**src/hdl/fmsp_cfg.svh**
```systemverilog
`ifndef FMSP_CFG_SVH
`define FMSP_CFG_SVH

// Register word addresses on the plain register port
`define FMSP_ADDR_BUFFER   2'h0
`define FMSP_ADDR_CONTROL  2'h1
`define FMSP_ADDR_POWER    2'h2

// Field positions inside serial_control
`define FMSP_CTL_MODE_HI   7
`define FMSP_CTL_MODE_LO   6
`define FMSP_CTL_FILTER    5
`define FMSP_CTL_RX_EN     4
`define FMSP_CTL_TX_NINTH  3
`define FMSP_CTL_RX_NINTH  2
`define FMSP_CTL_TX_DONE   1
`define FMSP_CTL_RX_DONE   0

// Field position of baud_doubler inside power_control_reg
`define FMSP_PWR_DOUBLER   7

// Reset values
`define FMSP_BYTE_RESET    8'h00
`define FMSP_NINE_RESET    9'h000
`define FMSP_NINE_ONES     9'h1FF

// Machine-cycle phases: twelve clocks, index = (state-1)*2 + (phase-1)
`define FMSP_PH_S1P1       4'h0
`define FMSP_PH_S3P1       4'h4
`define FMSP_PH_S5P2       4'h9
`define FMSP_PH_S6P2       4'hB
`define FMSP_PH_LAST       4'hB

// Fixed-rate mode prescaler limits (oscillator/4 and /2 sample ticks)
`define FMSP_M2_LIM_SLOW   2'h3
`define FMSP_M2_LIM_FAST   2'h1

// Divide-by-16 bit timing
`define FMSP_DIV16_LAST    4'hF
`define FMSP_SMP_FIRST     4'h7
`define FMSP_SMP_SECOND    4'h8
`define FMSP_SMP_DECIDE    4'h9

// Shift-register patterns and bit counts
`define FMSP_M0_RX_INIT    8'hFE
`define FMSP_M0_TX_MARK    8'h01
`define FMSP_TX_LAST_M1    4'h7
`define FMSP_TX_LAST_M23   4'h8
`define FMSP_RX_LAST_M1    4'h9
`define FMSP_RX_LAST_M23   4'hA
`define FMSP_RX_NINTH_IDX  4'h9

`endif

```
**src/hdl/fmsp_pkg.sv**
```systemverilog
package fmsp_pkg;

  // Port operating modes, in mode-select bit order
  typedef enum logic [1:0] {
    FMSP_SHIFT,
    FMSP_UART8,
    FMSP_UART9_FIX,
    FMSP_UART9_VAR
  } fmsp_mode_t;

  // Transmit sequencer states
  typedef enum logic [2:0] {
    TX_IDLE,
    TX_M0_WAIT,
    TX_M0_SEND,
    TX_U_WAIT,
    TX_U_START,
    TX_U_DATA,
    TX_U_STOP
  } fmsp_tx_t;

  // Receive sequencer states
  typedef enum logic [1:0] {
    RX_IDLE,
    RX_M0_ARM,
    RX_M0_RUN,
    RX_U_BIT
  } fmsp_rx_t;

endpackage : fmsp_pkg

```
**src/hdl/fmsp_timing.sv**
```systemverilog
`timescale 1ns/1ps
`default_nettype none
`include "fmsp_cfg.svh"

module fmsp_timing (
  input  wire logic              clk,          // Oscillator clock
  input  wire logic              rst_b,        // Synchronous reset, low
  input  wire fmsp_pkg::fmsp_mode_t mode,      // Current port mode
  input  wire logic              baud_doubler, // Rate doubling bit
  input  wire logic              t1_ovf,       // Timer 1 overflow pulse
  output logic [3:0]             phase,        // Machine-cycle phase
  output logic                   sample_tick   // Sixteen-times bit tick
);
  import fmsp_pkg::*;

  logic [3:0] phase_q;   // Phase within the machine cycle
  logic [1:0] pre_q;     // Fixed-rate prescaler
  logic       ovf_div_q; // Halves timer overflows when not doubling

  wire [1:0] pre_lim  = baud_doubler ? `FMSP_M2_LIM_FAST : `FMSP_M2_LIM_SLOW;
  wire       pre_hit  = (pre_q == pre_lim);
  wire       ph_wrap  = (phase_q == `FMSP_PH_LAST);
  // Variable rate: tick = overflow * 2^doubler / 2
  wire       var_tick = t1_ovf & (baud_doubler | ovf_div_q);

  assign phase       = phase_q;
  assign sample_tick = (mode == FMSP_UART9_FIX) ? pre_hit :
                       (mode == FMSP_SHIFT)     ? 1'b0    : var_tick;

  ////////////////////////////////////////////////////////////////////////
  // Twelve-phase machine cycle, fixed at oscillator/12
  always_ff @(posedge clk) begin
    if (!rst_b) begin
      phase_q <= `FMSP_PH_S1P1;
    end else begin
      phase_q <= ph_wrap ? `FMSP_PH_S1P1 : phase_q + 4'h1;
    end
  end

  // Prescalers for the fixed and the timer-derived rates
  always_ff @(posedge clk) begin
    if (!rst_b) begin
      pre_q     <= 2'h0;
      ovf_div_q <= 1'b0;
    end else begin
      pre_q <= pre_hit ? 2'h0 : pre_q + 2'h1;
      if (t1_ovf) begin
        ovf_div_q <= ~ovf_div_q;
      end
    end
  end

endmodule : fmsp_timing

`default_nettype wire

```
**src/hdl/fmsp_port.sv**
```systemverilog
`timescale 1ns/1ps
`default_nettype none
`include "fmsp_cfg.svh"

// Behaviour
// - Full duplex; second byte may overwrite-lose
// - Buffer write loads transmit, read returns receive
// - Two select bits choose one of four modes
// - Mode 0: data on rxd, clock on txd
// - Mode 1: start, eight data, stop frame
// - Modes 2/3: start, nine data, stop
// - Mode 3 equals mode 2 except rate
// - Any buffer write starts a transmission
// - Reception start conditions per mode
// - Modes 2/3 filter drops ninth-bit-zero frames
// - Mode 1 filter needs valid stop bit
// - Receive enable gates reception
// - Received ninth bit field contents per mode
// - Transmit flag set by hardware, software clears
// - Receive flag set by hardware, software clears
// - Mode 2 rate oscillator/64 or /32
// - Modes 1/3 rate from Timer 1 overflow
// - Mode 0 write loads marker, send follows
// - Mode 0 clock waveform and right shifts
// - Mode 0 marker ends transmit, sets flag
// - Mode 0 receive loads 11111110 then runs
// - Mode 0 receive shifts left each cycle
// - Mode 0 receive ends on zero leftmost
// - Majority of samples 7,8,9; reject false start
// - UART transmit starts after divider rollover
module fmsp_port (
  input  wire logic       clk,       // Oscillator clock, 200 MHz
  input  wire logic       rst_b,     // Synchronous reset, low
  input  wire logic [1:0] reg_addr,  // Register word address
  input  wire logic [7:0] reg_wdata, // Register write data
  input  wire logic       reg_wr,    // Write strobe
  input  wire logic       reg_rd,    // Read strobe
  output logic [7:0]      reg_rdata, // Read data, cycle after strobe
  input  wire logic       t1_ovf,    // Timer 1 overflow pulse
  input  wire logic       rxd_in,    // Receive pin level
  output logic            rxd_out,   // Receive pin drive, mode 0
  output logic            rxd_oe_b,  // Receive pin enable, low drives
  output logic            txd,       // Transmit pin
  output logic            serial_irq // Serial interrupt request
);
  import fmsp_pkg::*;

  ////////////////////////////////////////////////////////////////////////
  // Registers

  logic       mode_select_high_q; // Mode select, upper bit
  logic       mode_select_low_q;  // Mode select, lower bit
  logic       multiproc_filter_q; // Address-frame filter
  logic       rx_enable_q;        // Receive enable
  logic       tx_ninth_bit_q;     // Ninth bit to send
  logic       rx_ninth_bit_q;     // Ninth bit received
  logic       tx_done_flag_q;     // Transmit flag
  logic       rx_done_flag_q;     // Receive flag
  logic       baud_doubler_q;     // Rate doubler
  logic [7:0] rx_buf_q;           // Receive buffer, separate from tx
  logic [7:0] rdata_q;            // Registered read data

  logic [3:0] phase;              // Machine-cycle phase
  logic       sample_tick;        // Sixteen-times bit tick

  // Transmit side
  fmsp_tx_t   tx_st_q;            // Transmit state
  logic [8:0] tx_sr_q;            // Transmit shift register
  logic [3:0] tx_bit_q;           // Data bit index
  logic [3:0] tdiv_q;             // Transmit divide-by-16
  logic       tx_go_q;            // Rollover seen after write
  logic       tx_last_q;          // Mode 0 last shift done

  // Receive side
  fmsp_rx_t   rx_st_q;            // Receive state
  logic [8:0] rx_sr_q;            // Receive shift register
  logic [3:0] rx_idx_q;           // Bit index, 0 is start
  logic [3:0] rdiv_q;             // Receive divide-by-16
  logic [1:0] rsmp_q;             // Samples at states 7 and 8
  logic       rx_last_q;          // Mode 0 last shift done
  logic       m0_samp_q;          // Mode 0 pin sample
  logic       rx_meta_q;          // Synchroniser first stage
  logic       rx_pin_q;           // Synchronised pin
  logic       rx_prev_q;          // Pin level at previous tick

  logic       txd_q;              // Registered pin drives
  logic       rxd_out_q;
  logic       rxd_oe_b_q;

  // Majority of three samples for noise rejection
  function automatic logic maj3(input logic a, input logic b,
                                input logic c);
    maj3 = (a & b) | (a & c) | (b & c);
  endfunction : maj3

  // Bit reversal: mode 0 collects LSB at the left end
  function automatic logic [7:0] rev8(input logic [7:0] v);
    for (int i = 0; i < 8; i++) begin
      rev8[i] = v[7 - i];
    end
  endfunction : rev8

  ////////////////////////////////////////////////////////////////////////
  // Decode

  wire [1:0]  mode_bits = {mode_select_high_q, mode_select_low_q};
  wire fmsp_mode_t mode = fmsp_mode_t'(mode_bits);
  wire        is_m0     = (mode == FMSP_SHIFT);
  wire        is_m1     = (mode == FMSP_UART8);

  wire wr_buf = reg_wr && (reg_addr == `FMSP_ADDR_BUFFER);
  wire wr_ctl = reg_wr && (reg_addr == `FMSP_ADDR_CONTROL);
  wire wr_pwr = reg_wr && (reg_addr == `FMSP_ADDR_POWER);

  wire [7:0] ctl_val = {mode_select_high_q, mode_select_low_q,
                        multiproc_filter_q, rx_enable_q, tx_ninth_bit_q,
                        rx_ninth_bit_q, tx_done_flag_q, rx_done_flag_q};
  wire [7:0] pwr_val = {baud_doubler_q, 7'h00};
  // Unmapped addresses read zero
  wire [7:0] rd_mux  = (reg_addr == `FMSP_ADDR_BUFFER)  ? rx_buf_q :
                       (reg_addr == `FMSP_ADDR_CONTROL) ? ctl_val  :
                       (reg_addr == `FMSP_ADDR_POWER)   ? pwr_val  :
                       `FMSP_BYTE_RESET;

  wire at_s1p1 = (phase == `FMSP_PH_S1P1);
  wire at_s5p2 = (phase == `FMSP_PH_S5P2);
  wire at_s6p2 = (phase == `FMSP_PH_S6P2);
  // Shift clock low from S3P1 up to S6P1
  wire clk_low = (phase >= `FMSP_PH_S3P1) && (phase <= `FMSP_PH_S5P2);

  wire troll   = sample_tick && (tdiv_q == `FMSP_DIV16_LAST);
  wire [3:0] tx_last_idx = is_m1 ? `FMSP_TX_LAST_M1 : `FMSP_TX_LAST_M23;
  wire m0_mark = (tx_sr_q[8:1] == `FMSP_M0_TX_MARK);
  // Flag set events
  wire set_ti  = (tx_st_q == TX_M0_SEND && tx_last_q && at_s1p1) ||
                 (tx_st_q == TX_U_DATA && troll &&
                  tx_bit_q == tx_last_idx);

  // UART bit decision at counter state 9
  wire rx_dec  = (rx_st_q == RX_U_BIT) && sample_tick &&
                 (rdiv_q == `FMSP_SMP_DECIDE);
  wire rx_bit  = maj3(rsmp_q[0], rsmp_q[1], rx_pin_q);
  wire [3:0] rx_last_idx = is_m1 ? `FMSP_RX_LAST_M1 : `FMSP_RX_LAST_M23;
  wire rx_end  = rx_dec && (rx_idx_q == rx_last_idx);
  wire [8:0] rx_shift = {rx_bit, rx_sr_q[8:1]};
  // Mode 1 ends on the stop bit; modes 2/3 ignore the stop bit
  wire [8:0] rx_frame = is_m1 ? rx_shift : rx_sr_q;
  // Lost if flag still set; filter checks ninth or stop bit
  wire rx_take = !rx_done_flag_q &&
                 (!multiproc_filter_q || rx_frame[8]);
  wire rx_fall = sample_tick && rx_prev_q && !rx_pin_q;
  wire set_ri  = (rx_st_q == RX_M0_RUN && rx_last_q && at_s1p1) ||
                 (rx_end && rx_take);

  assign reg_rdata  = rdata_q;
  assign txd        = txd_q;
  assign rxd_out    = rxd_out_q;
  assign rxd_oe_b   = rxd_oe_b_q;
  assign serial_irq = tx_done_flag_q | rx_done_flag_q;

  ////////////////////////////////////////////////////////////////////////
  // Rate generation: machine cycle and sample tick
  fmsp_timing u_timing (
    .clk          (clk),
    .rst_b        (rst_b),
    .mode         (mode),
    .baud_doubler (baud_doubler_q),
    .t1_ovf       (t1_ovf),
    .phase        (phase),
    .sample_tick  (sample_tick)
  );

  ////////////////////////////////////////////////////////////////////////
  // Control register; hardware set wins over a software clear
  always_ff @(posedge clk) begin
    if (!rst_b) begin
      {mode_select_high_q, mode_select_low_q} <= 2'h0;
      multiproc_filter_q <= 1'b0;
      rx_enable_q        <= 1'b0;
      tx_ninth_bit_q     <= 1'b0;
      tx_done_flag_q     <= 1'b0;
      rx_done_flag_q     <= 1'b0;
      baud_doubler_q     <= 1'b0;
    end else begin
      if (wr_ctl) begin
        mode_select_high_q <= reg_wdata[`FMSP_CTL_MODE_HI];
        mode_select_low_q  <= reg_wdata[`FMSP_CTL_MODE_LO];
        multiproc_filter_q <= reg_wdata[`FMSP_CTL_FILTER];
        rx_enable_q        <= reg_wdata[`FMSP_CTL_RX_EN];
        tx_ninth_bit_q     <= reg_wdata[`FMSP_CTL_TX_NINTH];
      end
      tx_done_flag_q <= set_ti | (wr_ctl ? reg_wdata[`FMSP_CTL_TX_DONE]
                                         : tx_done_flag_q);
      rx_done_flag_q <= set_ri | (wr_ctl ? reg_wdata[`FMSP_CTL_RX_DONE]
                                         : rx_done_flag_q);
      if (wr_pwr) begin
        baud_doubler_q <= reg_wdata[`FMSP_PWR_DOUBLER];
      end
    end
  end

  // Read data stand one cycle after the read strobe, else zero
  always_ff @(posedge clk) begin
    if (!rst_b) begin
      rdata_q <= `FMSP_BYTE_RESET;
    end else begin
      rdata_q <= reg_rd ? rd_mux : `FMSP_BYTE_RESET;
    end
  end

  ////////////////////////////////////////////////////////////////////////
  // Transmit divider runs free so bit times follow it, not the write
  always_ff @(posedge clk) begin
    if (!rst_b) begin
      tdiv_q <= 4'h0;
    end else if (sample_tick) begin
      tdiv_q <= tdiv_q + 4'h1;
    end
  end

  // Transmit sequencer; a write while busy restarts the frame
  always_ff @(posedge clk) begin
    if (!rst_b) begin
      tx_st_q   <= TX_IDLE;
      tx_sr_q   <= `FMSP_NINE_RESET;
      tx_bit_q  <= 4'h0;
      tx_go_q   <= 1'b0;
      tx_last_q <= 1'b0;
    end else if (wr_buf) begin
      // Mode 0 puts a marker one in the ninth position
      tx_sr_q   <= {is_m0 | tx_ninth_bit_q, reg_wdata};
      tx_st_q   <= is_m0 ? TX_M0_WAIT : TX_U_WAIT;
      tx_go_q   <= 1'b0;
      tx_last_q <= 1'b0;
      tx_bit_q  <= 4'h0;
    end else begin
      case (tx_st_q)
        TX_M0_WAIT: begin
          // Send rises at the next S6P2 after the write
          if (at_s6p2) begin
            tx_st_q <= TX_M0_SEND;
          end
        end
        TX_M0_SEND: begin
          if (at_s6p2 && !tx_last_q) begin
            tx_sr_q   <= {1'b0, tx_sr_q[8:1]};
            tx_last_q <= m0_mark;
          end else if (at_s1p1 && tx_last_q) begin
            tx_st_q   <= TX_IDLE;
            tx_last_q <= 1'b0;
          end
        end
        TX_U_WAIT: begin
          if (troll) begin
            tx_go_q <= 1'b1;
          end else if (tx_go_q && at_s1p1) begin
            tx_st_q <= TX_U_START;
          end
        end
        TX_U_START: begin
          if (troll) begin
            tx_st_q <= TX_U_DATA;
          end
        end
        TX_U_DATA: begin
          if (troll) begin
            tx_sr_q  <= {1'b0, tx_sr_q[8:1]};
            tx_bit_q <= tx_bit_q + 4'h1;
            if (tx_bit_q == tx_last_idx) begin
              tx_st_q <= TX_U_STOP;
            end
          end
        end
        TX_U_STOP: begin
          if (troll) begin
            tx_st_q <= TX_IDLE;
          end
        end
        default: begin
          tx_st_q <= TX_IDLE;
        end
      endcase
    end
  end

  ////////////////////////////////////////////////////////////////////////
  // Pin synchroniser; only the second stage is read
  always_ff @(posedge clk) begin
    if (!rst_b) begin
      rx_meta_q <= 1'b1;
      rx_pin_q  <= 1'b1;
      rx_prev_q <= 1'b1;
    end else begin
      rx_meta_q <= rxd_in;
      rx_pin_q  <= rx_meta_q;
      if (sample_tick) begin
        rx_prev_q <= rx_pin_q;
      end
    end
  end

  // Receive sequencer; runs beside transmit for full duplex
  always_ff @(posedge clk) begin
    if (!rst_b) begin
      rx_st_q   <= RX_IDLE;
      rx_sr_q   <= `FMSP_NINE_RESET;
      rx_idx_q  <= 4'h0;
      rdiv_q    <= 4'h0;
      rsmp_q    <= 2'h0;
      rx_last_q <= 1'b0;
      m0_samp_q <= 1'b1;
      rx_buf_q  <= `FMSP_BYTE_RESET;
      rx_ninth_bit_q <= 1'b0;
    end else begin
      case (rx_st_q)
        RX_IDLE: begin
          if (is_m0 && rx_enable_q && !rx_done_flag_q) begin
            rx_st_q <= RX_M0_ARM;
          end else if (!is_m0 && rx_enable_q && rx_fall) begin
            // Restart the divider to align with the incoming bits
            rx_st_q  <= RX_U_BIT;
            rdiv_q   <= 4'h0;
            rx_idx_q <= 4'h0;
            rx_sr_q  <= `FMSP_NINE_ONES;
          end
        end
        RX_M0_ARM: begin
          if (at_s6p2) begin
            rx_sr_q   <= {1'b0, `FMSP_M0_RX_INIT};
            rx_st_q   <= RX_M0_RUN;
            rx_last_q <= 1'b0;
          end
        end
        RX_M0_RUN: begin
          if (at_s5p2) begin
            m0_samp_q <= rx_pin_q;
          end
          if (at_s6p2 && !rx_last_q) begin
            rx_sr_q[7:0] <= {rx_sr_q[6:0], m0_samp_q};
            if (!rx_sr_q[7]) begin
              // Zero reached the left end: last shift loads buffer
              rx_buf_q  <= rev8({rx_sr_q[6:0], m0_samp_q});
              rx_last_q <= 1'b1;
            end
          end else if (at_s1p1 && rx_last_q) begin
            rx_st_q   <= RX_IDLE;
            rx_last_q <= 1'b0;
          end
        end
        RX_U_BIT: begin
          if (sample_tick) begin
            rdiv_q <= rdiv_q + 4'h1;
            if (rdiv_q == `FMSP_SMP_FIRST) begin
              rsmp_q[0] <= rx_pin_q;
            end
            if (rdiv_q == `FMSP_SMP_SECOND) begin
              rsmp_q[1] <= rx_pin_q;
            end
          end
          if (rx_dec) begin
            rx_idx_q <= rx_idx_q + 4'h1;
            if (rx_idx_q == 4'h0 && rx_bit) begin
              rx_st_q <= RX_IDLE;
            end else if (rx_idx_q != 4'h0 &&
                         rx_idx_q <= `FMSP_RX_NINTH_IDX) begin
              rx_sr_q <= rx_shift;
            end
            if (rx_end) begin
              rx_st_q <= RX_IDLE;
              if (rx_take) begin
                rx_buf_q       <= rx_frame[7:0];
                rx_ninth_bit_q <= rx_frame[8];
              end
            end
          end
        end
        default: begin
          rx_st_q <= RX_IDLE;
        end
      endcase
    end
  end

  ////////////////////////////////////////////////////////////////////////
  // Pin drivers, registered
  always_ff @(posedge clk) begin
    if (!rst_b) begin
      txd_q      <= 1'b1;
      rxd_out_q  <= 1'b1;
      rxd_oe_b_q <= 1'b1;
    end else begin
      if (tx_st_q == TX_M0_SEND || rx_st_q == RX_M0_RUN) begin
        txd_q <= !clk_low;
      end else if (tx_st_q == TX_U_START) begin
        txd_q <= 1'b0;
      end else if (tx_st_q == TX_U_DATA) begin
        txd_q <= tx_sr_q[0];
      end else begin
        txd_q <= 1'b1;
      end
      rxd_out_q  <= tx_sr_q[0];
      rxd_oe_b_q <= (tx_st_q != TX_M0_SEND);
    end
  end

endmodule : fmsp_port

`default_nettype wire

```
**config.mk**
```make
export PLATFORM = sky130hd
export DESIGN_NAME = fmsp_port
export DESIGN_NICKNAME = d
export VERILOG_FILES = /design/src/hdl/fmsp_pkg.sv /design/src/hdl/fmsp_timing.sv /design/src/hdl/fmsp_port.sv
export VERILOG_INCLUDE_DIRS = /design/src /design/src/hdl
export SDC_FILE = /design/constraint.sdc
export NUM_CORES = 1
export LEC_CHECK = 0
export ABC_AREA = 1
export BUFFER_PORTS_ARGS = -buffer_cell sky130_fd_sc_hd__buf_2
export CAP_MARGIN = 15
export CORE_MARGIN = 4
export CORE_UTILIZATION = 44
export CTS_CLUSTER_DIAMETER = 60
export DETAILED_ROUTE_END_ITERATION = 8
export PLACE_DENSITY_LB_ADDON = 0.1
export SLEW_MARGIN = 20
export SYNTH_ARGS = -nofsm -noshare
export SYNTH_HDL_FRONTEND = slang
export SYNTH_SLANG_ARGS = --single-unit
export TNS_END_PERCENT = 20
```
**constraint.sdc**
```tcl
create_clock -name clk -period 2.35 [get_ports clk]
set_clock_uncertainty 0.2 [all_clocks]
set_input_delay 0.47 -clock clk [delete_from_list [all_inputs] [get_ports clk]]
set_output_delay 0.47 -clock clk [all_outputs]
set_load 0.01 [all_outputs]
```
# ---- Word-level counts from Yosys, hierarchy flattened
# Index checks and enable logic that the tools add are counted.
dict set report totals {
  ff_bits 83
  mem_bits_ro 0
  inputBits 16
  output_inout_bits 12
  wordCells 247
  latch_bits 0
  mem_count 0
  mem_bits_rw 0
}
dict set report classes {
  eq_ne 51
  n_div 0
  n_addsub 6
  n_mux 67
  n_reduce_logical 72
  magnitude_cmp 3
  n_mul 0
  shifts 0
  n_bitwise 13
}
# operator count
set ops {}
lappend ops {{two-way mux 9 bit} 10}
lappend ops {{two-way mux 8 bit} 9}
lappend ops {{!= test 3 bit (second input constant)} 13}
lappend ops {{case mux 8 bit (4 select lines)} 1}
lappend ops {{two-way mux 3 bit} 10}
lappend ops {{logical AND 1 bit} 29}
lappend ops {{!= test 2 bit (second input constant)} 12}
lappend ops {{two-way mux 2 bit} 11}
lappend ops {{adder 4 x 1 -> 4 bit (second input constant)} 5}
lappend ops {{== test 4 bit (second input constant)} 5}
lappend ops {{two-way mux 4 bit} 5}
lappend ops {{case mux 3 bit (6 select lines)} 1}
lappend ops {{case mux 9 bit (2 select lines)} 1}
lappend ops {{case mux 4 bit (2 select lines)} 2}
lappend ops {{case mux 8 bit (2 select lines)} 1}
lappend ops {{AND reduction 4 bit} 4}
lappend ops {{AND reduction 7 bit} 2}
lappend ops {{two-way mux 1 bit} 13}
lappend ops {{AND reduction 6 bit} 2}
lappend ops {{AND reduction 2 bit} 5}
lappend ops {{== test 3 bit (second input constant)} 3}
lappend ops {{AND reduction 3 bit} 3}
lappend ops {{AND reduction 9 bit} 1}
lappend ops {{== test 2 bit (second input constant)} 4}
lappend ops {{26 further kinds} 60}

# ---- Longest topological paths before layout
# Gate-level depths: netlist of the first run.
dict set report logic_depth {
  depth_word 10
  ltp_mapped 14
  ltp_nobuf 14
}

# ---- Modules after synthesis
# From an unflattened synthesis of the first run, not the netlist that was laid out.
dict set report unflattened {
  cells_unflattened 619
  area_unflattened_um2 4134.0
}
# module n_inst area_per_inst_um2 seq_area_each_um2 cells_each
set by_module_without_submodules {}
lappend by_module_without_submodules {fmsp_port 1 3834.9 1521.5 579}
lappend by_module_without_submodules {fmsp_timing 1 299.0 140.1 40}

# ---- Worst setup path before layout of the first run
# OpenSTA, ideal clock, no wires.
dict set report synth_path {
  path_type {reg2reg}
  startpoint {register u_timing.phase_q[0], in the netlist u_timing.phase[0]}
  endpoint {register rx_sr_q[6]}
  arrival_ps 1580
  setup_ps 113
  n_path_buf 1
  stages_incl_launch_ff 15
  synth_period_minus_slack_ps 1892
  required_ps 2037
  slack_ps 458
  cell_sequence {dfxtp_1 -> ha_1 -> inv_1 -> nor2_2 -> inv_2 -> or2_0 -> nand2_1 -> nand2_1 -> nor2_1 -> nand2_2 -> inv_4 -> buf_6 -> nand2_1 -> nand2_1 -> nor2_1}
}
dict set report synth_via {
  elab_chain_cells 4
  elab_cells_between_ends 5
  classes_between {3 x eq/ne; 2 x reduce/logical}
}
# element line_no
set synth_lines {}
lappend synth_lines {{start: declaration} fmsp_timing.sv:16} ;# logic [3:0] phase_q;
lappend synth_lines {{start signal: assignment} fmsp_timing.sv:34} ;# phase_q <= `FMSP_PH_S1P1;
lappend synth_lines {{start signal: assignment} fmsp_timing.sv:36} ;# phase_q <= ph_wrap ? `FMSP_PH_S1P1 : phase_q + 4'h1;
lappend synth_lines {{== test 4 bit (no line) *} --}
lappend synth_lines {{logical AND 1 bit} fmsp_port.sv:338} ;# if (at_s6p2 && !rx_last_q) begin
lappend synth_lines {{!= test 2 bit (no line)} --}
lappend synth_lines {{AND reduction 7 bit (no line) *} --}
lappend synth_lines {{end signal: assignment} fmsp_port.sv:329} ;# rx_sr_q <= {1'b0, `FMSP_M0_RX_INIT};
lappend synth_lines {{end signal: assignment} fmsp_port.sv:339} ;# rx_sr_q[7:0] <= {rx_sr_q[6:0], m0_samp_q};
lappend synth_lines {{end signal: assignment} fmsp_port.sv:366} ;# rx_sr_q <= rx_shift;
lappend synth_lines {{end: declaration} fmsp_port.sv:76} ;# logic [8:0] rx_sr_q;
# Mark *: on every way between the ends. The rest lies on a longest branch, timed or not.
# A chain may end at the register's enable or synchronous reset.

# ---- Worst setup path in the final report of the first run
dict set report layout_path {
  startpoint {register u_timing.phase_q[0], in the netlist u_timing.phase[0]}
  endpoint {register rx_buf_q[3]}
}
dict set report layout_via {
  elab_chain_cells 4
}
# element line_no
set layout_lines {}
lappend layout_lines {{== test 4 bit (no line)} --}
lappend layout_lines {{logical AND 1 bit} fmsp_port.sv:338}
lappend layout_lines {{!= test 2 bit (no line)} --}
lappend layout_lines {{AND reduction 6 bit (no line)} --}
lappend layout_lines {{end signal: assignment} fmsp_port.sv:312} ;# rx_buf_q <= `FMSP_BYTE_RESET;
lappend layout_lines {{end signal: assignment} fmsp_port.sv:342} ;# rx_buf_q <= rev8({rx_sr_q[6:0], m0_samp_q});
lappend layout_lines {{end signal: assignment} fmsp_port.sv:371} ;# rx_buf_q <= rx_frame[7:0];
lappend layout_lines {{end: declaration} fmsp_port.sv:60} ;# logic [7:0] rx_buf_q;
# Every way passes these cells.

==> flow_summary.yaml, run 1 <==
route:
  vias: 3904
  wire_per_inst_um: 13.4
  drt_wl_total_um: 10300
  dr.pass1.iters: 4
  ant_nets: 0
  via_per_inst: 5.06
  drt_drc_violations_left: 0
  drt-initial-drc-count: 162
worst_setup_path:
  r2r_start: "u_timing.phase[0]"
  rrSetupSlack_ns: 0.27
  crit_chain: "ha_1 -> inv_1 -> nor2_2 -> inv_2 -> or2_0 -> nand2_1 -> nand2_1 -> nor2_4 -> buf_4 -> a21oi_1 -> nor2_1"
  crit_family: "simple AND/OR/NAND/NOR gates"
  path_buf_inv: 3
  critPathMaxStageDelay_ns: 0.41
  r2r_end: "rx_buf_q[3]"
  start_kind: "flip-flop"
  endpoint_kind: "flip-flop"
  cpMostUsedCell: "nand2_1"
  critical_path_peak_fanout: 13
  arrival_ns: 2.17
  reg2reg_depth: 11
  path_class: "flip-flop to flip-flop"
  slowest_stage: "dfxtp_1"
  cp.required_ns: 2.44
power_and_ir_drop:
  p_int_uw: 2610
  power_frac_comb_pct: 27.7
  p_switching_uw: 1430
  leakagePower_uw: 0.00198
  pwr-share-clk_pct: 27.4
  power_density_mw_per_mm2: 851
  finalPower_uw: 4030
  irDropWorstVdd_mv: 0.362
  switching_share_pct: 35.4
  seqPwrFrac_pct: 44.9
clock_tree:
  clock_latency_ns: 0.36
  cts_buffers: 9
  clock_path_buffers: 2
  cts_tree: "done"
  root_buffer: "clkbuf_8"
  clk_pin_slew_ns: 0.09
  cts_num_sinks: 83
  htree_levels: 3
cells_and_area:
  diodes: 0
  drive_above_1_share_pct: 15.1
  fillers: 950
  utilization_pct: 51.1
  nNetsFinal: 664
  seqCellArea_sq_mm: 0.00166
  multi_input_area_sq_mm: 0.00221
  synthToLayoutAreaGrowth_pct: 12.3
grt:
  grt_overflow: 0
  track_usage_pct: 19.4
  grt_pass1_wl_um: 17700
  grt_max_degree: 26
  antenna_found_initial: 0
  grt_pass1_vias: 3685
synth:
  synth_top_area_share_pct: 39.4
  synthArstFlopShare_pct: 0
  ys_types: 48
  ys_warn_count: 0
  avgSynthCellArea_sq_um: 7.00
  ys_ff_latch: 83
  synth_area_sq_mm: 0.00422
  yosys.area.top_type: "dfxtp_1"
  synth_nets: 630
  synth_cells: 603
  synth_edf_count: 0
  yosysSeqAreaShare_pct: 39.4
  synth.area.top_cells: "dfxtp_1 (39%), nand2_1 (12%), a21oi_1 (6.5%), nor2_1 (6.5%), inv_1 (5.2%)"
  synthFlopType: "dfxtp_1"
sta:
  setup_viol_count_final: 0
  fmax_mhz: 481
  setup_tns_ns: 0
  final.period_utilization_pct: 88.4
  finalHoldViolations: 0
  tightest_slew_ns: 0.552
  grt_setup_unrepaired: "false"
  finalCriticalPeriod_ns: 2.08
  relSlewSlack_pct: 62.9
  drv_slew: 0
place:
  dp_hpwl_um: 7790
  gp_congestion: 0.875
  numPortBuffers: 27
hold_path:
  holdCritPathClass: "primary input to flip-flop"
  holdPathStages: 2
  min_to: "rx_meta_q"
  hp-start: "rxd_in"
die:
  core_sq_mm: 0.00928
  rows: 35
  dieArea_sq_mm: 0.0112
  ios: 28
  die_x_um: 106
  die_h_um: 106
  initial_core_util_pct: 45.5
flow_run:
  max-cap-violations: 0
status:
  run_status: "finished clean"
## final cells by class
type                       instances  area share, %
clock inverter                     3          0.950
sequential                        83           35.0
tap                              129           3.40
timing repair buffer              40           4.91
multi-input combinational        434           46.6
clock buffer                      13           3.56
inverter                          69           5.52
## metrics by stage
step | worst slack, ns | area [sq um] | hold WS (ns) | instances
2_1_floorplan | 0.458 | 4220 | 0.193 | 603
3_3_place_gp | 0.210 | 4510 | 0.194 | 753
3_5_place_dp | 0.131 | 4510 | 0.205 | 753
4_1_cts | 0.0986 | 4720 | 0.0783 | 769
5_1_grt | 0.00776 | 4740 | 0.0891 | 771
6_report | 0.272 | 4740 | 0.0899 | 771
## power by group through the flow
| stage | Sequential [uW] | Clock (uW) | Combinational [uW] |
|---|---|---|---|
| global route | 1840 | 1200 | 1300 |
| floorplan | 1790 | 0 | 900 |
| global placement | 1840 | 0 | 1070 |
| finish | 1810 | 1100 | 1120 |
| detailed placement | 1840 | 0 | 1100 |
| CTS | 1810 | 1130 | 1100 |
## registers in the layout (all words and copies together) (netlist names), 2 cells and up
name / cells
rx_sr_q: 9
tx_sr_q: 9
reg_rdata: 8
rx_buf_q: 8
rdiv_q: 4
rx_idx_q: 4
tdiv_q: 4
tx_bit_q: 4
u_timing.phase: 4
tx_st_q: 3
rsmp_q: 2
rx_st_q: 2
u_timing.pre_q: 2
## worst max-delay path by stage
stage	startpoint	to	slack, ns	cells past startpoint
floorplan	u_timing.phase[0]	rx_sr_q[6]	0.46	14
global placement	u_timing.phase[0]	rx_buf_q[7]	0.21	11
detailed placement	u_timing.phase[0]	rx_buf_q[2]	0.13	11
CTS	u_timing.phase[0]	rx_buf_q[7]	0.1	12
global route	u_timing.phase[0]	rx_buf_q[7]	0.008	12
finish	u_timing.phase[0]	rx_buf_q[3]	0.27	11
## timing repair
| item | 4_1_cts | 5_1_grt |
|---|---|---|
| hold buffers | 0 | 0 |
| endpoints found under the setup margin | 0 | 8 |
| setup buffers | 0 | 2 |
| gates resized for setup | 0 | 1 |
| hold endpoints to repair | 0 | 0 |
## layout by cell type, fill, tap and decap left out, types with 2 or more instances in the layout
master,count
o22ai_1,7
o21a_1,2
nand3_2,2
nor2_4,5
nand3_4,2
nand2_2,10
xor2_1,2
clkinvlp_4,2
inv_1,59
a21oi_1,55
nor2_1,73
buf_4,13
nand4_1,4
nand4_2,2
nor3_1,7
nand3_1,29
clkbuf_8,12
o21ai_0,40
nand2_1,140
buf_2,27
nand3b_1,2
dfxtp_1,83
a31oi_1,9
nor2_2,2
ha_1,11
o211ai_1,7
xnor2_1,2
or2_2,5
inv_2,8
## per-layer routing
metal	up-vias	share of wire (%)	track usage, %
li1	2043	-	-
met1	1764	48	26.1
met2	84	47	32.3
met3	13	3.7	2.79
met4	0	1.3	5.74
met5	-	0	0
## Yosys cell counts (3+ instances only)
cell type and instances:
nor3_1 7, clkbuf_1 9, nor2_1 73, nand2_2 10, o22ai_1 7, nor2_2 3, a21oi_1 55, nor2_4 4
nand4_1 4, buf_4 3, or2_2 5, a31oi_1 9, o21ai_0 40, nand2_1 140, o211ai_1 7, inv_1 59
nand3_1 29, dfxtp_1 83, ha_1 11, inv_2 8
## logic make-up (layout without fill, tap and decap cells)
| group | after synthesis | count (layout) | share of synthesized area (%) |
|---|---|---|---|
| flip-flops | 83 | 83 | 39.4 |
| XOR/XNOR | 4 | 4 | 0.830 |
| AND/OR/NAND/NOR | 289 | 289 | 31.0 |
| AO/OA/AOI/OAI | 129 | 129 | 16.9 |
| adder cells (fa/ha/maj) | 11 | 11 | 3.26 |
| buffers and inverters | 86 | 125 | 8.39 |
| multiplexers | 1 | 1 | 0.267 |
No activity file was read; power rests on OpenSTA's default activity.
==> run 2, diff against run 1 <==
--- a/config.mk
+++ b/config.mk
@@ -19,3 +19,2 @@
 export SYNTH_HDL_FRONTEND = slang
 export SYNTH_SLANG_ARGS = --single-unit
-export TNS_END_PERCENT = 20
==> constraint.sdc (replaced) <==
create_clock -name clk -period 2.35 [get_ports clk]
set_clock_uncertainty 0.2 [all_clocks]
set_input_delay 0.235 -clock clk [delete_from_list [all_inputs] [get_ports clk]]
set_output_delay 0.235 -clock clk [all_outputs]
set_load 0.01 [all_outputs]
==> run 2 against run 1 <==
- sequential power about the same
- final cell count increased by 1.2%
- largest power group unchanged
- setup slack improved by 0.013 ns
- via count decreased by 0.20%
- hold slack got worse by 0.071 ns
- clock-buffer cell count decreased by 1
==> flow_summary.yaml, run 2 (same netlist as run 1, synthesis figures left out) <==
status:
  run_status: "finished clean"
worst_setup_path:
  cpMostUsedCell: "nand2_1"
  path_class: "flip-flop to flip-flop"
  critPathMaxStageDelay_ns: 0.40
  crit_chain: "ha_1 -> inv_1 -> nor2_2 -> inv_2 -> or2_0 -> nand2_1 -> nand2_1 -> nor2_4 -> nand2_2 -> nand2_1 -> nand2_1 -> nor2_1"
  r2r_end: "rx_buf_q[2]"
  r2r_start: "u_timing.phase[0]"
  critical_path_peak_fanout: 13
  start_kind: "flip-flop"
  endpoint_kind: "flip-flop"
  cp.required_ns: 2.45
  rrSetupSlack_ns: 0.29
  arrival_ns: 2.17
  slowest_stage: "dfxtp_1"
  reg2reg_depth: 12
route:
  dr.pass1.iters: 5
  drt_drc_violations_left: 0
  wire_per_inst_um: 13.0
  drt-initial-drc-count: 112
  drt_wl_total_um: 10200
  ant_nets: 0
  vias: 3896
  via_per_inst: 4.99
place:
  dp_hpwl_um: 7530
  gp_congestion: 0.859
  dp_cells: 752
  numPortBuffers: 27
sta:
  relSlewSlack_pct: 56.2
  tightest_slew_ns: 0.652
  setup_viol_count_final: 0
  grt_setup_unrepaired: "false"
  fmax_mhz: 484
  final.period_utilization_pct: 87.9
  drv_slew: 0
  setup_tns_ns: 0
  finalCriticalPeriod_ns: 2.06
  finalHoldViolations: 0
die:
  core_sq_mm: 0.00928
  rows: 35
  dieArea_sq_mm: 0.0112
  die_x_um: 106
  ios: 28
  die_h_um: 106
  initial_core_util_pct: 45.5
cells_and_area:
  synthToLayoutAreaGrowth_pct: 15.3
  drive_above_1_share_pct: 14.3
  final_common_cell: "nand2_1"
  top_regs: "rx_sr_q: 9 flops, tx_sr_q: 9 flops"
  final_cell_mix: "nand2_1 (140), dfxtp_1 (83), nor2_1 (73)"
  instances_no_fill: 780
  nNetsFinal: 673
  diodes: 0
hold_path:
  holdPathStages: 4
  hp-start: "reg_addr[0]"
  min_to: "baud_doubler_q"
  holdCritPathClass: "primary input to flip-flop"
power_and_ir_drop:
  p_switching_uw: 1430
  irDropWorstVdd_mv: 0.530
  switching_share_pct: 34.0
  leakagePower_uw: 0.00203
  power_frac_comb_pct: 26.7
  p_int_uw: 2760
  pwr-share-clk_pct: 30.0
  seqPwrFrac_pct: 43.3
  power_density_mw_per_mm2: 861
grt:
  grt_pass1_vias: 3716
  grt_max_degree: 35
  antenna_found_initial: 0
  grt_pass1_wl_um: 17500
  grt_overflow: 0
  track_usage_pct: 19.2
clock_tree:
  cts_setup_buffers: 0
  clk_pin_slew_ns: 0.09
  cts_num_sinks: 83
  htree_levels: 3
  clock_latency_ns: 0.36
  clock_path_buffers: 2
  cts_buffers: 9
  root_buffer: "clkbuf_8"
  cts_tree: "done"
flow_run:
  max-cap-violations: 0
run 2: metrics by stage:
stage | setup WS [ns] | util [%] | hold WS [ns] | power, uW | area (sq um)
2_1_floorplan | 0.458 | - | 0.142 | 2690 | 4220
3_3_place_gp | 0.205 | 48.5 | 0.197 | 2920 | 4500
3_5_place_dp | 0.154 | 48.5 | 0.203 | 2930 | 4500
4_1_cts | 0.134 | 52.4 | 0.00922 | 4220 | 4860
5_1_grt | 0.0200 | 52.4 | 0.0343 | 4500 | 4870
6_report | 0.285 | 52.4 | 0.0193 | 4190 | 4870
run 2: metal layers:
metal  global-route usage (%)  share of wire [%]  vias to the layer above
li1                         -                  -                     2063
met1                     24.6                 48                     1741
met2                     31.4                 46                       73
met3                     4.80                3.7                       19
met4                     7.12                2.3                        0
met5                        0                  0                        -
run 2: final cells by class:
cell class              instances  area, sq um
clock buffers                  12          145
flip-flops and latches         83         1660
clock inverters                 4         97.6
well taps                     129          161
inverters                      69          262
fillers                       944         4420
repair buffers                 49          330
multi-input cells             434         2210
run 2: worst max-delay path: cells and delay by family, from the launching register on:
kind	cells	cell delay, ns
buffers and inverters	2	0.14
adders and majority gates	1	0.19
DFF	1	0.40
and+or+nand+nor	9	1.10
run 2: power by group through the flow:
stage	Combinational, uW	Clock, uW	Sequential (uW)
finish	1120	1260	1810
floorplan	900	0	1790
global placement	1080	0	1840
detailed placement	1090	0	1840
global route	1300	1350	1850
CTS	1110	1290	1810
run 2: how the worst max path moves through the flow:
stage / cells after the start / startpoint / to
after floorplan: 14 / u_timing.phase[0] / rx_sr_q[6]
after global placement: 11 / u_timing.phase[0] / rx_buf_q[7]
after detailed placement: 12 / u_timing.phase[0] / rx_buf_q[2]
after CTS: 12 / u_timing.phase[0] / rx_buf_q[2]
after global routing: 12 / u_timing.phase[0] / rx_buf_q[2]
final: 12 / u_timing.phase[0] / rx_buf_q[2]
run 2: what timing repair did:
action / CTS / global route
hold buffers: 12 / 0
endpoints found under the setup margin: 0 / 8
resized for setup: 0 / 1
hold endpoints to repair: 16 / 0
==> run 3, diff against run 2 <==
Settings changed: SETUP_SLACK_MARGIN from default to 0.5.
==> run 3 against run 2 <==
- setup slack gained 0.23 ns
- sequential power about the same
- register-to-register slack improved by 0.23 ns
- clock-buffer cell count stayed put
- hold slack worse by 0.0038 ns
- clock power shrank 17%
- routed wire length grew 7.5%
- first-iteration DRC count grew 61%
- design area is 6.3% higher
==> flow_summary.yaml, run 3 (same netlist as run 1, synthesis figures left out) <==
worst_setup_path:
  critical_path_peak_fanout: 7
  arrival_ns: 1.89
  r2r_end: "rx_sr_q[5]"
  path_class: "flip-flop to flip-flop"
  r2r_start: "u_timing.phase[0]"
  cp.required_ns: 2.40
  endpoint_kind: "flip-flop"
  reg2reg_depth: 13
  start_kind: "flip-flop"
  rrSetupSlack_ns: 0.52
place:
  dp_hpwl_um: 7650
  dp_cells: 752
  dp_slack_ns: 0.188
  placedInstanceArea_sq_mm: 0.00450
  gp_congestion: 0.904
  numPortBuffers: 27
grt:
  grt_overflow: 0
  grt_pass1_vias: 3646
  grt_max_degree: 30
  grt_pass1_wl_um: 17600
  track_usage_pct: 19.4
  antenna_found_initial: 0
flow_run:
  max-cap-violations: 0
cells_and_area:
  top_regs: "rx_sr_q: 9 flops, tx_sr_q: 9 flops"
  diodes: 0
  drive_above_1_share_pct: 23.1
  seqCellArea_sq_mm: 0.00169
  fillers: 921
  synthToLayoutAreaGrowth_pct: 22.7
  final_cell_mix: "nand2_1 (134), dfxtp_1 (71), nor2_1 (65)"
  nNetsFinal: 693
  instances_no_fill: 800
  multi_input_area_sq_mm: 0.00237
  final_common_cell: "nand2_1"
  stdcell_area_sq_mm: 0.00518
clock_tree:
  htree_levels: 3
  cts_tree: "done"
  clk_pin_slew_ns: 0.08
  clock_latency_ns: 0.36
  root_buffer: "clkbuf_8"
  clock_path_buffers: 2
  cts_buffers: 9
  cts_num_sinks: 83
route:
  via_per_inst: 5.07
  ant_nets: 0
  dr.pass1.iters: 4
  drt-initial-drc-count: 180
  drt_wl_total_um: 10900
  vias: 4055
  drt_drc_violations_left: 0
  wire_per_inst_um: 13.7
sta:
  tightest_slew_ns: 0.429
  whs_ns: 0.0155
  finalCriticalPeriod_ns: 1.83
  drv_slew: 0
  fmax_mhz: 546
  final.period_utilization_pct: 78.0
  relSlewSlack_pct: 71.2
  finalHoldViolations: 0
  setup_viol_count_final: 0
  fin_ws_ns: 0.517
  setup_tns_ns: 0
  grt_setup_unrepaired: "true"
die:
  core_sq_mm: 0.00928
  initial_core_util_pct: 45.5
  dieArea_sq_mm: 0.0112
  die_x_um: 106
  ios: 28
  die_h_um: 106
  rows: 35
power_and_ir_drop:
  leakagePower_uw: 0.00212
  irDropWorstVdd_mv: 0.527
  power_density_mw_per_mm2: 797
status:
  run_status: "finished clean"
hold_path:
  holdPathStages: 4
  min_to: "baud_doubler_q"
  hp-start: "reg_addr[0]"
  holdCritPathClass: "primary input to flip-flop"
run 3: changes by cell type in the layout (fill, tap and decap cells not counted), moves of 5 or more:
| cell | change |
|---|---|
| buf_4 | +15 |
| dfxtp_1 | -12 |
| nor2_1 | -8 |
| o21ai_0 | -7 |
| dfxtp_2 | +6 |
| dfxtp_4 | +6 |
| nand2_1 | -6 |
| o21ai_1 | +6 |
| nor2_2 | +5 |
run 3: worst max path at each step:
stage                      startpoint     endpoint  slack (ns)  cells past startpoint
floorplan           u_timing.phase[0]  rx_buf_q[5]        0.50                     12
global placement    u_timing.phase[0]  rx_buf_q[2]        0.25                     12
detailed placement  u_timing.phase[0]  rx_buf_q[7]        0.19                     11
CTS                 u_timing.phase[0]   rx_sr_q[4]        0.49                     13
global route        u_timing.phase[0]   rx_sr_q[3]        0.38                     13
finish              u_timing.phase[0]   rx_sr_q[5]        0.52                     13
run 3: area by class of cell:
| cell class | count | area share, % |
|---|---|---|
| tap | 129 | 3.12 |
| inverter | 69 | 5.25 |
| timing repair buffer | 68 | 9.35 |
| clock buffer | 12 | 2.80 |
| sequential | 83 | 32.7 |
| timing repair inverter | 1 | 0.121 |
| multi-input combinational | 434 | 45.7 |
| clock inverter | 4 | 0.967 |
run 3: layer usage:
metal,vias to the layer above,track usage (%),share of wire (%)
li1,2108,-,-
met1,1857,25.1,46
met2,78,32.8,48
met3,12,4.31,4.6
met4,0,5.27,1.2
met5,-,0,0
run 3: timing repair:
action / 4_1_cts / 5_1_grt
resized for setup: 23 / 54
setup buffers: 11 / 8
setup endpoints to repair: 38 / 41
gates cloned: 1 / 0
hold buffers: 12 / 0
hold endpoints to repair: 16 / 0
pin swaps: 8 / 10
run 3: worst max-delay path, cell delays in order (launching register included):
cell and delay (ns):
dfxtp_4 0.37, ha_4 0.14, inv_4 0.04, nor2_4 0.07, inv_2 0.06, or2_0 0.23
nand2_1 0.09, nand2_1 0.05, nor2_1 0.11, nand2_2 0.13, clkinv_4 0.11, nand2_2 0.05
nand2_1 0.05, nor2_1 0.04
run 3: power by group:
| part | internal, uW | leakage, uW | switching, uW |
|---|---|---|---|
| clock | 519 | 0.0000926 | 527 |
| sequential | 1620 | 0.000684 | 212 |
| combinational | 482 | 0.00135 | 771 |
| total | 2620 | 0.00212 | 1510 |
run 3: through the flow:
stage | utilization (%) | total power [uW]
6_report | 55.8 | 4130
5_1_grt | 55.8 | 4400
4_1_cts | 53.5 | 4070
3_5_place_dp | 48.5 | 2940
3_3_place_gp | 48.5 | 2930
2_1_floorplan | - | 2690
